[src/inc/pvf_pkg.sv]
// Purpose: constants and types for the format and turn-on threshold registers
// Assumes: linear data format, threshold exponent fixed at -2 (0.25 V per count)
// Notes: hq_ values are in half-quarter-volt units (0.125 V)
`default_nettype none
package pvf_pkg;
  localparam logic [7:0] CMD_STORE_ALL = 8'h15;
  localparam logic [7:0] CMD_OUT_FMT = 8'h20;
  localparam logic [7:0] CMD_TURN_ON = 8'h35;
  localparam logic [2:0] FMT_MODE_LINEAR = 3'h0;
  localparam logic [4:0] FMT_EXPONENT = 5'h17;
  localparam logic [4:0] THR_EXPONENT = 5'h1E;
  localparam logic [10:0] THR_RESET_MANT = 11'h011;
  localparam logic [10:0] THR_MIN_MANT = 11'h011;
  localparam logic [10:0] THR_MAX_MANT = 11'h040;
  localparam logic [10:0] THR_FINE_TOP = 11'h025;
  localparam logic [10:0] THR_MID_TOP = 11'h034;
  localparam logic [10:0] THR_STEP_56 = 11'h038;
  localparam logic [10:0] THR_STEP_60 = 11'h03C;
  // linear value to half-quarter units: shift by exponent + 3
  localparam int HQ_SHIFT = 3;
  localparam int HQ_MAX_SHIFT = 7;
  localparam logic [17:0] HQ_LOW = 18'h00022;
  localparam logic [17:0] HQ_MID = 18'h0004C;
  localparam logic [17:0] HQ_COARSE = 18'h00068;
  localparam logic [17:0] HQ_HALF_54 = 18'h0006C;
  localparam logic [17:0] HQ_HALF_58 = 18'h00074;
  localparam logic [17:0] HQ_HALF_62 = 18'h0007C;
  localparam logic [17:0] HQ_TOP = 18'h00080;
  typedef enum logic [1:0] {ST_RESTORE = 2'h0, ST_IDLE = 2'h1, ST_STORE = 2'h3} pvf_state_t;
  typedef enum logic [1:0] {CMD_NONE, CMD_FMT, CMD_THR, CMD_STORE} pvf_cmd_t;
endpackage
`default_nettype wire

[src/inc/pvf_snap_if.sv]
// Purpose: carries a written threshold word to the step snapper and back
// Assumes: purely combinational path
// Notes: step is valid only while in_range is high
`timescale 1ns/1ps
`default_nettype none
interface pvf_snap_if;
  logic [15:0] word;
  logic [10:0] step;
  logic in_range;
  modport src (output word, input step, input in_range);
  modport snap (input word, output step, output in_range);
endinterface
`default_nettype wire

[src/verilog/pvf_regs.sv]
// Purpose: output-voltage format byte and input turn-on threshold word
// Assumes: one command strobe per cycle; stored defaults offered on nv_ports
// Notes: reads answer one cycle after the strobe with registered data
//
// How it works
// RL1: format byte is read-only: 3-bit mode above a 5-bit exponent.
// RL2: writes to the format byte are refused and flag invalid data.
// RL3: format mode field reads 000, linear format.
// RL4: format exponent reads 10111 (-9); written values are ignored.
// RL5: conversion may start only when input reaches threshold and other conditions hold.
// RL6: in-range threshold writes store the nearest supported step.
// RL7: steps 4.25-9.25 by 0.25, 9.5-13 by 0.5, then 14, 15, 16 V.
// RL8: out-of-range writes keep value, set summary and invalid flags, raise alert.
// RL9: host must not write below turn-off threshold; counted as out of range.
// RL10: without a stored setting, reset value is the 4.25 V encoding.
// RL11: threshold exponent bits read 11110 (-2), writes ignored.
// RL12: mantissa is writable, reset and minimum 17, maximum 64.
// RL13: power-up threshold comes from nonvolatile storage.
// RL14: store-all command copies the threshold to nonvolatile memory.
// RL15: exact halfway values store the higher step.
`timescale 1ns/1ps
`default_nettype none
module pvf_regs
  import pvf_pkg::*;
(
  input wire logic clk_sys_in,
  input wire logic resetn_in,
  input wire logic [7:0] cmd_code_in,
  input wire logic cmd_wr_in,
  input wire logic [15:0] cmd_wr_data_in,
  input wire logic cmd_rd_in,
  output logic [15:0] cmd_rd_data_out,
  output logic cmd_rd_valid_out,
  output logic cmd_unsup_out,
  input wire logic clear_faults_in,
  output logic cml_fault_out,
  output logic ivd_fault_out,
  output logic smb_alert_out,
  output logic smb_alert_oe_out,
  input wire logic [10:0] turn_off_mant_in,
  input wire logic [10:0] vin_mant_in,
  input wire logic start_ok_in,
  output logic conversion_en_out,
  input wire logic [10:0] nv_data_in,
  input wire logic nv_valid_in,
  input wire logic nv_ack_in,
  output logic nv_wr_out,
  output logic [10:0] nv_wr_data_out
);
  pvf_cmd_t kind;
  pvf_state_t state_reg;
  pvf_state_t state_next;
  logic [10:0] thr_reg;
  logic [10:0] nv_data_reg;
  logic cml_reg;
  logic ivd_reg;
  logic conv_reg;
  logic [15:0] rd_data_reg;
  logic rd_valid_reg;
  logic unsup_reg;
  logic thr_wr;
  logic thr_ok;
  logic bad_wr;
  logic store_go;

  pvf_snap_if sif ();

  pvf_cmd_decode u_decode (
    .code_in(cmd_code_in),
    .kind_out(kind)
  );

  pvf_snap u_snap (
    .sif(sif.snap)
  );

  assign sif.word = cmd_wr_data_in;
  assign thr_wr = cmd_wr_in && (kind == CMD_THR) && (state_reg != ST_RESTORE);
  assign thr_ok = sif.in_range && (sif.step >= turn_off_mant_in); // RL9
  assign bad_wr = cmd_wr_in && ((kind == CMD_FMT) || (thr_wr && !thr_ok)); // RL2 RL8
  assign store_go = cmd_wr_in && (kind == CMD_STORE) && (state_reg == ST_IDLE);

  // restore after reset, then idle; a store holds until storage acknowledges
  always_comb
  begin
    state_next = state_reg;
    case (state_reg)
      ST_RESTORE:
        state_next = ST_IDLE;
      ST_IDLE:
        if (store_go)
          state_next = ST_STORE;
      ST_STORE:
        if (nv_ack_in)
          state_next = ST_IDLE;
      default:
        state_next = ST_IDLE;
    endcase
  end

  always_ff @(posedge clk_sys_in)
  begin
    if (!resetn_in)
      state_reg <= ST_RESTORE;
    else
      state_reg <= state_next;
  end

  // threshold mantissa: loaded once after reset from storage, or the 4.25 V default when none is valid, then host writes
  always_ff @(posedge clk_sys_in)
  begin
    if (!resetn_in)
      thr_reg <= THR_RESET_MANT; // RL10
    else if (state_reg == ST_RESTORE)
      thr_reg <= nv_valid_in ? nv_data_in : THR_RESET_MANT; // RL13 RL10
    else if (thr_wr && thr_ok)
      thr_reg <= sif.step; // RL6 RL12
  end

  always_ff @(posedge clk_sys_in)
  begin
    if (!resetn_in)
      nv_data_reg <= 11'h000;
    else if (store_go)
      nv_data_reg <= thr_reg; // RL14
  end

  assign nv_wr_out = (state_reg == ST_STORE); // RL14
  assign nv_wr_data_out = nv_data_reg;

  // fault flags: a new fault wins over a clear in the same cycle
  always_ff @(posedge clk_sys_in)
  begin
    if (!resetn_in)
    begin
      cml_reg <= 1'b0;
      ivd_reg <= 1'b0;
    end
    else if (bad_wr)
    begin
      cml_reg <= 1'b1; // RL2 RL8
      ivd_reg <= 1'b1; // RL2 RL8
    end
    else if (clear_faults_in)
    begin
      cml_reg <= 1'b0;
      ivd_reg <= 1'b0;
    end
  end

  assign cml_fault_out = cml_reg;
  assign ivd_fault_out = ivd_reg;
  assign smb_alert_out = 1'b0;
  assign smb_alert_oe_out = cml_reg || ivd_reg; // RL8

  always_ff @(posedge clk_sys_in)
  begin
    if (!resetn_in)
      conv_reg <= 1'b0;
    else
      conv_reg <= start_ok_in && (vin_mant_in >= thr_reg); // RL5
  end

  assign conversion_en_out = conv_reg;

  // read port: format byte is constant, threshold exponent is fixed
  always_ff @(posedge clk_sys_in)
  begin
    if (!resetn_in)
    begin
      rd_data_reg <= 16'h0000;
      rd_valid_reg <= 1'b0;
      unsup_reg <= 1'b0;
    end
    else
    begin
      rd_valid_reg <= cmd_rd_in;
      unsup_reg <= cmd_rd_in && (kind != CMD_FMT) && (kind != CMD_THR);
      if (cmd_rd_in && (kind == CMD_FMT))
        rd_data_reg <= {8'h00, FMT_MODE_LINEAR, FMT_EXPONENT}; // RL1 RL3 RL4
      else if (cmd_rd_in && (kind == CMD_THR))
        rd_data_reg <= {THR_EXPONENT, thr_reg}; // RL11
      else if (cmd_rd_in)
        rd_data_reg <= 16'h0000;
    end
  end

  assign cmd_rd_data_out = rd_data_reg;
  assign cmd_rd_valid_out = rd_valid_reg;
  assign cmd_unsup_out = unsup_reg;

  function automatic logic is_step(input logic [10:0] q);
    return ((q >= THR_MIN_MANT) && (q <= THR_FINE_TOP)) ||
           ((q > THR_FINE_TOP) && (q <= THR_MID_TOP) && !q[0]) ||
           (q == THR_STEP_56) || (q == THR_STEP_60) || (q == THR_MAX_MANT);
  endfunction
endmodule // pvf_regs
`default_nettype wire

[src/verilog/pvf_snap.sv]
// Purpose: maps a linear-format voltage onto the nearest supported turn-on step
// Assumes: word is exponent [15:11] and mantissa [10:0], both two's complement
// Notes: discarded low bits only decide in_range at the top of the range
`timescale 1ns/1ps
`default_nettype none
module pvf_snap
  import pvf_pkg::*;
(
  pvf_snap_if.snap sif
);
  int sh;
  logic [10:0] mant;
  logic [17:0] hq;
  logic lost;
  logic over;

  always_comb
  begin
    mant = sif.word[10:0];
    sh = int'($signed(sif.word[15:11])) + HQ_SHIFT;
    hq = 18'h00000;
    lost = 1'b0;
    over = 1'b0;
    if (sh > HQ_MAX_SHIFT)
    begin
      over = (mant != 11'h000);
    end
    else if (sh >= 0)
    begin
      hq = 18'({7'h00, mant} << sh);
    end
    else
    begin
      hq = 18'({7'h00, mant} >> (-sh));
      lost = ((int'(mant) & ((1 << (-sh)) - 1)) != 0);
    end
  end

  always_comb
  begin
    sif.in_range = !mant[10] && !over && (hq >= HQ_LOW) &&
                   ((hq < HQ_TOP) || ((hq == HQ_TOP) && !lost));
    // ties round up to the higher step
    if (hq < HQ_MID) // RL6 RL15
      sif.step = 11'((hq + 18'h00001) >> 1);
    else if (hq < HQ_COARSE) // RL7 RL15
      sif.step = 11'(((hq + 18'h00002) >> 2) << 1);
    else if (hq < HQ_HALF_54)
      sif.step = THR_MID_TOP;
    else if (hq < HQ_HALF_58)
      sif.step = THR_STEP_56;
    else if (hq < HQ_HALF_62)
      sif.step = THR_STEP_60;
    else
      sif.step = THR_MAX_MANT;
  end
endmodule // pvf_snap
`default_nettype wire

[src/verilog/pvf_cmd_decode.sv]
// Purpose: classifies a command code into the commands this block answers
// Assumes: code is stable while a strobe is high
// Notes: anything else decodes as none
`timescale 1ns/1ps
`default_nettype none
module pvf_cmd_decode
  import pvf_pkg::*;
(
  input wire logic [7:0] code_in,
  output pvf_cmd_t kind_out
);
  function automatic pvf_cmd_t classify(input logic [7:0] code);
    if (code == CMD_OUT_FMT)
      return CMD_FMT;
    else if (code == CMD_TURN_ON)
      return CMD_THR;
    else if (code == CMD_STORE_ALL)
      return CMD_STORE;
    else
      return CMD_NONE;
  endfunction

  assign kind_out = classify(code_in);
endmodule // pvf_cmd_decode
`default_nettype wire

[config.mk]
export PLATFORM = sky130hd
export DESIGN_NAME = pvf_regs
export DESIGN_NICKNAME = d
export VERILOG_FILES = /design/src/inc/pvf_pkg.sv /design/src/inc/pvf_snap_if.sv /design/src/verilog/pvf_regs.sv /design/src/verilog/pvf_snap.sv /design/src/verilog/pvf_cmd_decode.sv
export SDC_FILE = /design/constraint.sdc
export NUM_CORES = 1
export LEC_CHECK = 0
export BUFFER_PORTS_ARGS = -buffer_cell sky130_fd_sc_hd__buf_2
export CORE_MARGIN = 3
export CORE_UTILIZATION = 50
export CTS_CLUSTER_DIAMETER = 200
export DETAILED_ROUTE_END_ITERATION = 6
export PLACE_DENSITY = 0.77
export SLEW_MARGIN = 10
export SYNTH_ARGS = -nofsm -noshare
export SYNTH_HDL_FRONTEND = slang
export SYNTH_SLANG_ARGS = --single-unit
[constraint.sdc]
create_clock -name clk_sys_in -period 7.8 [get_ports clk_sys_in]
set_clock_uncertainty 0.05 [all_clocks]
set_input_delay 0.39 -clock clk_sys_in [delete_from_list [all_inputs] [get_ports clk_sys_in]]
set_output_delay 0.39 -clock clk_sys_in [all_outputs]
set_load 0.02 [all_outputs]
---- Word-level counts from Yosys, hierarchy flattened ----
Cells that the tools add are included.
storage, ports and cells
  register bits ........................... 43
  logic and storage cells ................. 100
  output and inout port bits .............. 35
  input bits .............................. 65
operators by class
  equal/unequal tests ..................... 13
  $lt $le $gt $ge ......................... 11
  bitwise logic cells ..................... 2
  reductions and logical operators ........ 33
  shift-type cells ........................ 3
  add/sub/neg operators ................... 5
  muxes and demuxes ....................... 24
operator list
  cell                                                                number
  < comparator 18 x 7 -> 1 bit, second input constant                 5
  two-way mux 11 bit                                                  7
  two-way mux 18 bit                                                  2
  bitwise AND 12 x 32 -> 32 bit                                       1
  greater-or-equal comparator 32 x 1 -> 1 bit, second input constant  1
  > comparator 32 x 4 -> 1 bit, second input constant                 1
  two-way mux 16 bit                                                  2
  negation 32 bit                                                     1
  nonzero test 32 bit                                                 1
  left shift 1 x 32 -> 32 bit, first input constant                   1
  left shift 11 x 32 -> 18 bit                                        1
  right shift 11 x 32 -> 18 bit                                       1
  subtractor 32 x 2 -> 32 bit, second input constant                  1
  greater-or-equal comparator 11 bit                                  2
  == test 18 x 8 -> 1 bit, second input constant                      1
  greater-or-equal comparator 18 x 6 -> 1 bit, second input constant  1
  < comparator 18 x 8 -> 1 bit, second input constant                 1
  logical AND 1 bit                                                   17
  == test 8 x 6 -> 1 bit, second input constant                       2
  adder 12 x 1 -> 12 bit, second input constant                       1
  adder 12 x 2 -> 12 bit, second input constant                       1
  nonzero test 11 bit                                                 1
  two-way mux 2 bit                                                   5
  == test 8 x 5 -> 1 bit, second input constant                       1
  17 further kinds                                                    33

---- Longest topological paths before layout ----
Gate-level depths: netlist of run 1.
  depth after elaboration ................. 18
  gate-level depth with buffers ........... 33
  depth with buffers taken out ............ 29

---- By module ----
A second synthesis of run 1 with hierarchy kept.
second synthesis, totals
  cell total of the unflattened synthesis .. 633
  area, all modules ....................... 4827.1 µm²
by module, submodules not included
  module          cells each  instances  area each (µm²)
  pvf_regs        300         1          2504.9
  pvf_snap        327         1          2282.2
  pvf_cmd_decode  6           1          40.0

---- Least setup slack after synthesis of run 1 ----
No wires, ideal clock.
  path kind ............................... input to register
  from .................................... input port cmd_wr_data_in[11]
  to ...................................... register thr_reg[2]
  setup slack ............................. 1.323 ns
  library setup time ...................... 0.100 ns
  path buffers ............................ 5
  required time ........................... 7.650 ns
  stages on the path ...................... 32
  data arrival time ....................... 6.327 ns
  cells stage by stage .................... buf_2 -> buf_6 -> inv_2 -> ha_1 -> buf_4 -> nand2b_1 -> or3_1 -> nand2_1 -> nand2_1 -> ha_1 -> or4_4 -> nor4_4 -> and3_1 -> buf_4 -> o2111a_1 -> or2_1 -> clkbuf_1 -> ha_1 -> nor2_1 -> or4_1 -> and3_4 -> ha_1 -> nand4_1 -> nor3_1 -> o21ai_0 -> nand2_1 -> o211ai_1 -> nor2_1 -> o311ai_2 -> o22ai_4 -> nor2_4 -> a2111oi_4
on the way
  cells in the longest elaborated chain, start to end .. 15
  elaborated cells on any way between the ends .. 43
  classes of those cells .................. 5 x add/sub; 10 x order compare; 1 x eq/ne; 3 x shift; 12 x mux; 1 x bitwise; 11 x reduce/logical
RTL lines
  what                                                                          line                            source
  start: declaration                                                            pvf_regs.sv:30                  input wire logic [15:0] cmd_wr_data_in,
  adder 5 x 3 -> 6 bit *                                                        pvf_snap.sv:20                  sh = int'($signed(sif.word[15:11])) + HQ_SHIFT;
  negation 32 bit                                                               pvf_snap.sv:34, pvf_snap.sv:35
  right shift 11 x 32 -> 18 bit or left shift 1 x 32 -> 32 bit (tied branches)  pvf_snap.sv:34, pvf_snap.sv:35
  two-way mux 18 bit or subtractor 32 x 2 -> 32 bit (tied branches)             pvf_snap.sv:28, pvf_snap.sv:35
  two-way mux 18 bit or bitwise AND 12 x 32 -> 32 bit (tied branches)           pvf_snap.sv:24, pvf_snap.sv:35
  < comparator 18 x 7 -> 1 bit or nonzero test 32 bit (tied branches)           pvf_snap.sv:52, pvf_snap.sv:35
  two-way mux 7 bit or two-way mux 1 bit (tied branches)                        pvf_snap.sv:52, pvf_snap.sv:28
  two-way mux 11 bit or two-way mux 1 bit (tied branches)                       pvf_snap.sv:50, pvf_snap.sv:24
  two-way mux 11 bit or zero test 1 bit (tied branches)                         pvf_snap.sv:48, pvf_snap.sv:42
  two-way mux 11 bit or logical AND 1 bit (tied branches)                       pvf_snap.sv:46, pvf_snap.sv:42
  two-way mux 11 bit or logical OR 1 bit (tied branches)                        pvf_snap.sv:44, pvf_snap.sv:42
  greater-or-equal comparator 11 bit or logical AND 1 bit (tied branches)       pvf_regs.sv:79, pvf_snap.sv:41
  logical AND 1 bit                                                             pvf_regs.sv:79                  assign thr_ok = sif.in_range && (sif.step >= turn_off_mant_in);
  logical AND 1 bit                                                             pvf_regs.sv:116                 else if (thr_wr && thr_ok)
  nonzero test 2 bit (no line)                                                  -
  end signal: assignment                                                        pvf_regs.sv:115                 thr_reg <= nv_valid_in ? nv_data_in : THR_RESET_MANT;
  end signal: assignment                                                        pvf_regs.sv:117                 thr_reg <= sif.step;
  end: declaration                                                              pvf_regs.sv:53                  logic [10:0] thr_reg;
Mark *: on every way between the ends. The rest lies on a longest branch, timed or not. The select of a mux whose other input is x is not followed.
A chain may end at the register's enable or synchronous reset.

---- Final worst setup path of run 1 ----
Ends and elaborated chain as after synthesis.

==> impl_metrics.tcl, run 1 <==
set metrics [dict create \
    status "finished, violations left" \
    violations "DRC" \
    synth_area_leaders "dfxtp_1 (16%), ha_1 (9.7%), a21oi_1 (4.4%)" \
    yosys.area.top_type "dfxtp_1" \
    power_density_nw_per_um2 113 \
    stdcell_count 818 \
    slew_headroom 0.373 \
    max-vdd-ir-drop_mv 0.132 \
    drcViolationCount 1 \
    via_per_inst 6.24 \
    dp.cells 810 \
    detailroute.via_count 5101 \
    dieWidth_um 105 \
    antenna_cells 0 \
    tns_ns 0 \
    synth_edf_count 0 \
    ctsResizeCount 0 \
    antenna_found_initial 0 \
    r2r-end "conversion_en_out" \
    p_leak_nw 2.28 \
    worstMarginPinSlew_ns 0.936 \
    first_global_vias 4742 \
    routedWlPerCell_um 17.7 \
    post_cts_buffers 0 \
    root_buffer "clkbuf_8" \
    reg2reg_depth 12 \
    gp_congestion 0.988 \
    grt_max_degree 45 \
    yosysMostFrequentCell "nor2_1" \
    finalHoldViolations 0 \
    final_util 0.576 \
    hpwlAfterDp_um 11200 \
    finalCritPeriodShare 0.842 \
    rrSetupSlack_ns 5.39 \
    start_kind "primary input" \
    synthArstFlopShare 0 \
    num_rows 35 \
    drv_cap 0 \
    crit_start "cmd_wr_data_in[11]" \
    largest_reg_flops 12 \
    io_buffers 97 \
    clock_sinks 40 \
    drt_iter0_drc 373 \
    fmax_mhz 152 \
    setup_viol 0 \
    die-height_um 105 \
    dieArea_um2 11000 \
    rsz0062_at_grt "no" \
    fin_nets 791 \
    grt_pass1_wl_um 23300 \
    reg2reg_from "thr_reg[1]" \
    yosysSeqAreaShare 0.164 \
    cp_max_fo 10 \
    core_area_um2 9370 \
    wl_um 14500 \
    synth_cells 624 \
    ctsHoldBuffers 0 \
    hold_class "primary input to flip-flop" \
    syn_area_um2 4890 \
    crit_required_ns 7.95 \
    regArea_um2 801 \
    htreeDepth 2 \
    postRouteAntennaNets 0 \
    firstDrtPassIters 7 \
    finalMaxSlewViolations 0 \
    endpoint "thr_reg[2]" \
    ys_types 101 \
    cp.arrival_ns 6.72 \
    cts_tree "yes" \
    yosysTopAreaCellShare 0.164 \
    avgSynthCellArea_um2 7.83 \
    synth_commonest_cells "nor2_1 (56), nand2_1 (45), a21oi_1 (43)" \
    grt_usage 0.253 \
    cp-end-kind "flip-flop" \
    ys_ff_latch 40 \
    critPathKind "primary input to flip-flop" \
    clk_path_buf_depth 2 \
    fin_hold_ws_ns 0.261 \
    period_minus_slack_ns 6.57 \
    grt_overflow 0 \
    ys_warn_count 0 \
    start_util 0.521 \
    synthFlopType "dfxtp_1" \
    cts_buffers 5 \
    pin_count 100 \
    drive_gt1_frac 0.237 \
    path_clk_slew_ns 0.08 \
    syn_to_final_growth_pct 10.5 \
    fill_cells 895 \
    multi_input_area_um2 3680 \
    clkLatencyLatePin_ns 0.30 \
]
==> worst min-delay path by stage <==
stage,slack [ns],cells after the start,end,start
2_1_floorplan,0.40,2,cmd_rd_data_out[6],thr_reg[6]
3_3_place_gp,0.40,2,cmd_rd_data_out[7],cmd_rd_data_out[7]
3_5_place_dp,0.41,2,cmd_rd_data_out[7],cmd_rd_data_out[7]
4_1_cts,0.25,2,thr_reg[9],nv_data_in[9]
5_1_grt,0.27,2,thr_reg[8],nv_data_in[8]
6_report,0.26,2,thr_reg[10],nv_data_in[10]
==> cell usage in the layout, fill, tap and decap left out, types with 4 or more instances in the layout <==
cell,count
mux2i_1,16
nor2b_1,8
mux2_2,15
a21oi_1,43
o22ai_1,7
nand3_1,22
o21ai_0,28
and2_1,13
o2111ai_1,4
o21ai_1,4
nand4_1,9
nor2_1,56
xnor2_1,4
o21a_1,12
a31oi_1,4
a21o_1,5
buf_4,4
nand2b_1,17
buf_2,97
clkbuf_8,6
conb_1,6
mux4_2,6
ha_1,38
nor4_1,5
or3_1,4
inv_1,35
and3_1,5
o211ai_1,9
nand2_1,45
dfxtp_1,40
nor3_1,15
a32o_1,5
o31a_1,4
==> cells by family (layout without fill, tap and decap cells) <==
group                    Yosys count  in the layout  share of synthesized area
AND/OR/NAND/NOR                  232            232                      0.254
AO/OA/AOI/OAI                    181            181                      0.275
adder cells (fa/ha/maj)           38             38                     0.0973
buffers and inverters             86            146                     0.0860
other                              1              6                   0.000768
multiplexers                      37             37                     0.0950
XOR/XNOR                           9              9                     0.0274
flip-flops                        40             40                      0.164
==> final cells by class <==
type,count,share of cell area
inverter,37,0.0267
tap,129,0.0299
sequential,40,0.148
clock inverter,2,0.00185
clock buffer,6,0.0153
multi-input combinational,503,0.682
timing repair buffer,101,0.0955
==> metrics by stage <==
stage	cell area (um^2)	power [mW]	setup slack [ns]
floorplan	4900	0.400	1.32
global placement	5310	0.458	1.24
detailed placement	5310	0.462	0.982
CTS	5400	0.607	1.28
global route	5400	0.643	0.794
finish	5400	0.609	1.23
==> worst max-delay path: stages <==
cell and delay (ns):
buf_2 0.11, inv_2 0.16, ha_1 0.31, nand2b_1 0.14, or3_1 0.36, nand2_1 0.26
nand2_1 0.12, ha_1 0.22, or4_4 0.55, nor4_4 0.30, and3_1 0.39, o2111a_1 0.27
or2_1 0.22, ha_1 0.24, xnor2_1 0.10, mux2_2 0.28, and2_1 0.16, ha_1 0.29
nor2b_1 0.13, o21a_1 0.12, o21ai_0 0.06, a21boi_0 0.18, o211ai_1 0.12, nor2_1 0.24
o311ai_2 0.19, o22ai_4 0.34, nor2_4 0.11, a2111oi_4 0.37
==> routing by layer <==
layer | part of all wire | vias up | global-route usage
li1 | - | 2424 | -
met1 | 0.44 | 2399 | 0.345
met2 | 0.46 | 242 | 0.407
met3 | 0.081 | 36 | 0.0426
met4 | 0.025 | 0 | 0.0825
met5 | 0 | - | 0
==> report_power, final <==
| part | switching, mW | leakage (nW) | internal [mW] |
|---|---|---|---|
| sequential | 0.00429 | 0.326 | 0.209 |
| combinational | 0.153 | 1.90 | 0.0989 |
| clock | 0.0733 | 0.0510 | 0.0706 |
| total | 0.230 | 2.28 | 0.379 |
(Power assumes the default switching activity.)
==> run 2: changes to the inputs <==
--- a/config.mk
+++ b/config.mk
@@ -10,7 +10,7 @@
 export CORE_UTILIZATION = 50
 export CTS_CLUSTER_DIAMETER = 200
 export DETAILED_ROUTE_END_ITERATION = 6
-export PLACE_DENSITY = 0.77
+export PLACE_DENSITY = 0.8
 export SLEW_MARGIN = 10
 export SYNTH_ARGS = -nofsm -noshare
 export SYNTH_HDL_FRONTEND = slang
==> constraint.sdc (replaced) <==
create_clock -name clk_sys_in -period 5.7 [get_ports clk_sys_in]
set_clock_uncertainty 0.05 [all_clocks]
set_input_delay 0.285 -clock clk_sys_in [delete_from_list [all_inputs] [get_ports clk_sys_in]]
set_output_delay 0.285 -clock clk_sys_in [all_outputs]
set_load 0.02 [all_outputs]
==> run 2 against run 1 <==
Compared with the run above:
- the flow now finishes without violations
- global-route usage up 1.6 points
- total power up 51%
- first-iteration DRC count up 26%
- die area unchanged
- sequential power up 36%
- cell count up 8.7%
- design area up 14%
- setup slack worse by 1.1 ns
- sequential share of layout area down 1.8 points
- critical path depth up 2
- clock power up 62%
- critical endpoint is now thr_reg[3]
==> impl_metrics.tcl, run 2 (synthesis gave the netlist of run 1 again) <==
set metrics [dict create \
    setup_viol 0 \
    worstMarginPinSlew_ns 0.852 \
    reg2reg_from "thr_reg[1]" \
    dp.cells 874 \
    clock_sinks 40 \
    start_kind "primary input" \
    antenna_cells 0 \
    dieWidth_um 105 \
    hold_path_end "thr_reg[8]" \
    fin_hold_ws_ns 0.145 \
    cts_buffers 5 \
    firstDrtPassIters 5 \
    first_global_vias 5064 \
    clkPwrFrac 0.254 \
    critPathKind "primary input to flip-flop" \
    grt_max_degree 39 \
    wl_um 15500 \
    fin_nets 862 \
    hold_class "primary input to flip-flop" \
    slew_headroom 0.430 \
    finalHoldViolations 0 \
    worstHoldStart "nv_data_in[8]" \
    cp.arrival_ns 5.74 \
    layout_commonest_cell "buf_2" \
    io_buffers 97 \
    critPathSlowestCell "or4_4" \
    clk_path_buf_depth 2 \
    comb_power_share 0.428 \
    drt_iter0_drc 470 \
    status "finished clean" \
    path_clk_slew_ns 0.08 \
    p_leak_nw 2.67 \
    finalCritPeriodShare 0.981 \
    intPower_mw 0.586 \
    worst_slack_ns 0.110 \
    p_sw_frac 0.363 \
    fmax_mhz 179 \
    grt_pass1_wl_um 24800 \
    htreeDepth 2 \
    start_util 0.521 \
    crit_buf_inv 6 \
    clkLatencyLatePin_ns 0.30 \
    rrSetupSlack_ns 3.27 \
    die-height_um 105 \
    via_per_inst 5.97 \
    drive_gt1_frac 0.333 \
    cts_tree "yes" \
    final_util 0.657 \
    num_rows 35 \
    finalMaxSlewViolations 0 \
    crit_required_ns 5.85 \
    syn_to_final_growth_pct 26.0 \
    largest_reg_flops 12 \
    crit_family "simple AND/OR/NAND/NOR gates" \
    sequentialPowerShare 0.318 \
    antenna_found_initial 0 \
    period_minus_slack_ns 5.59 \
    gp_congestion 0.943 \
    ctsHoldBuffers 0 \
    cp_max_fo 5 \
    r2r-end "conversion_en_out" \
    routedWlPerCell_um 17.4 \
    root_buffer "clkbuf_8" \
    hpwlAfterDp_um 12200 \
    postRouteAntennaNets 0 \
    cpMostUsedCell "buf_4" \
    dieArea_um2 11000 \
    reg2reg_depth 12 \
    place_ws_ns -0.215 \
    drv_cap 0 \
    cpPeakStageDelay_ns 0.54 \
    holdPathStages 2 \
    power_density_nw_per_um2 149 \
    mostFrequentLayoutCells "buf_2 (97), buf_4 (71), nor2_1 (54), nand2_1 (44), a21oi_1 (43)" \
    stdcell_count 889 \
    cp-end-kind "flip-flop" \
    detailroute.via_count 5311 \
    grt_overflow 0 \
    max-vdd-ir-drop_mv 0.0934 \
    p_switching_mw 0.334 \
    tns_ns 0 \
    drcViolationCount 0 \
    grt_usage 0.269 \
    core_area_um2 9370 \
    pin_count 100 \
]
## run 2: cell types whose count changed in the layout (fill, tap and decap cells not counted), sizes merged
cell,previous run,this run
bufinv,0,1
clkbuf,6,5
clkinvlp,0,1
nand2,47,48
clkinv,3,2
buf,101,171
## run 2: layer usage
layer / part of all wire / GRT usage
met5: 0 / 0
met4: 0.030 / 0.0928
met3: 0.071 / 0.0414
met2: 0.49 / 0.462
met1: 0.41 / 0.343
## run 2: worst reg2reg max path: stages, from the launching register on
cell      delay [ns]
dfxtp_1         0.36
inv_1           0.09
ha_1            0.28
nor2b_1         0.14
o21a_1          0.16
o21a_1          0.16
o21a_1          0.16
o21a_1          0.17
o21a_1          0.16
o21a_1          0.17
o21a_1          0.17
o211ai_1        0.16
a21oi_1         0.09
## run 2: repair_timing
action | 4_1_cts | 5_1_grt
gates resized for setup | 0 | 21
endpoints found under the setup margin | 0 | 12
setup buffers | 0 | 6
## run 2: cell type report
type                       instances  area, um^2
inverter                          37         151
sequential                        40         801
tap                              129         161
multi-input combinational        504        3880
timing repair buffer             171        1050
clock inverter                     3        42.5
fill                             793        3210
clock buffer                       5        68.8
## run 2: worst max path at each step
stage                       start    endpoint  slack, ns  cells past startpoint
3_3_place_gp   cmd_wr_data_in[11]  thr_reg[2]      0.003                     29
2_1_floorplan  cmd_wr_data_in[11]  thr_reg[2]      -0.27                     32
5_1_grt        cmd_wr_data_in[11]  thr_reg[2]      -0.11                     28
3_5_place_dp   cmd_wr_data_in[11]  thr_reg[2]      -0.21                     28
6_report       cmd_wr_data_in[11]  thr_reg[3]       0.11                     30
4_1_cts        cmd_wr_data_in[11]  thr_reg[2]       0.07                     28
## run 2: power by group through the flow
stage | clock network (mW) | registers, mW | logic [mW]
2_1_floorplan | 0 | 0.300 | 0.254
3_3_place_gp | 0 | 0.299 | 0.367
3_5_place_dp | 0 | 0.299 | 0.374
4_1_cts | 0.235 | 0.292 | 0.377
5_1_grt | 0.247 | 0.293 | 0.427
6_report | 0.234 | 0.292 | 0.394
## run 2: metrics by stage
stage / area (um^2) / total power, mW
detailed placement: 5890 / 0.673
global route: 6160 / 0.966
floorplan: 5040 / 0.554
finish: 6160 / 0.920
global placement: 5890 / 0.665
CTS: 6000 / 0.904
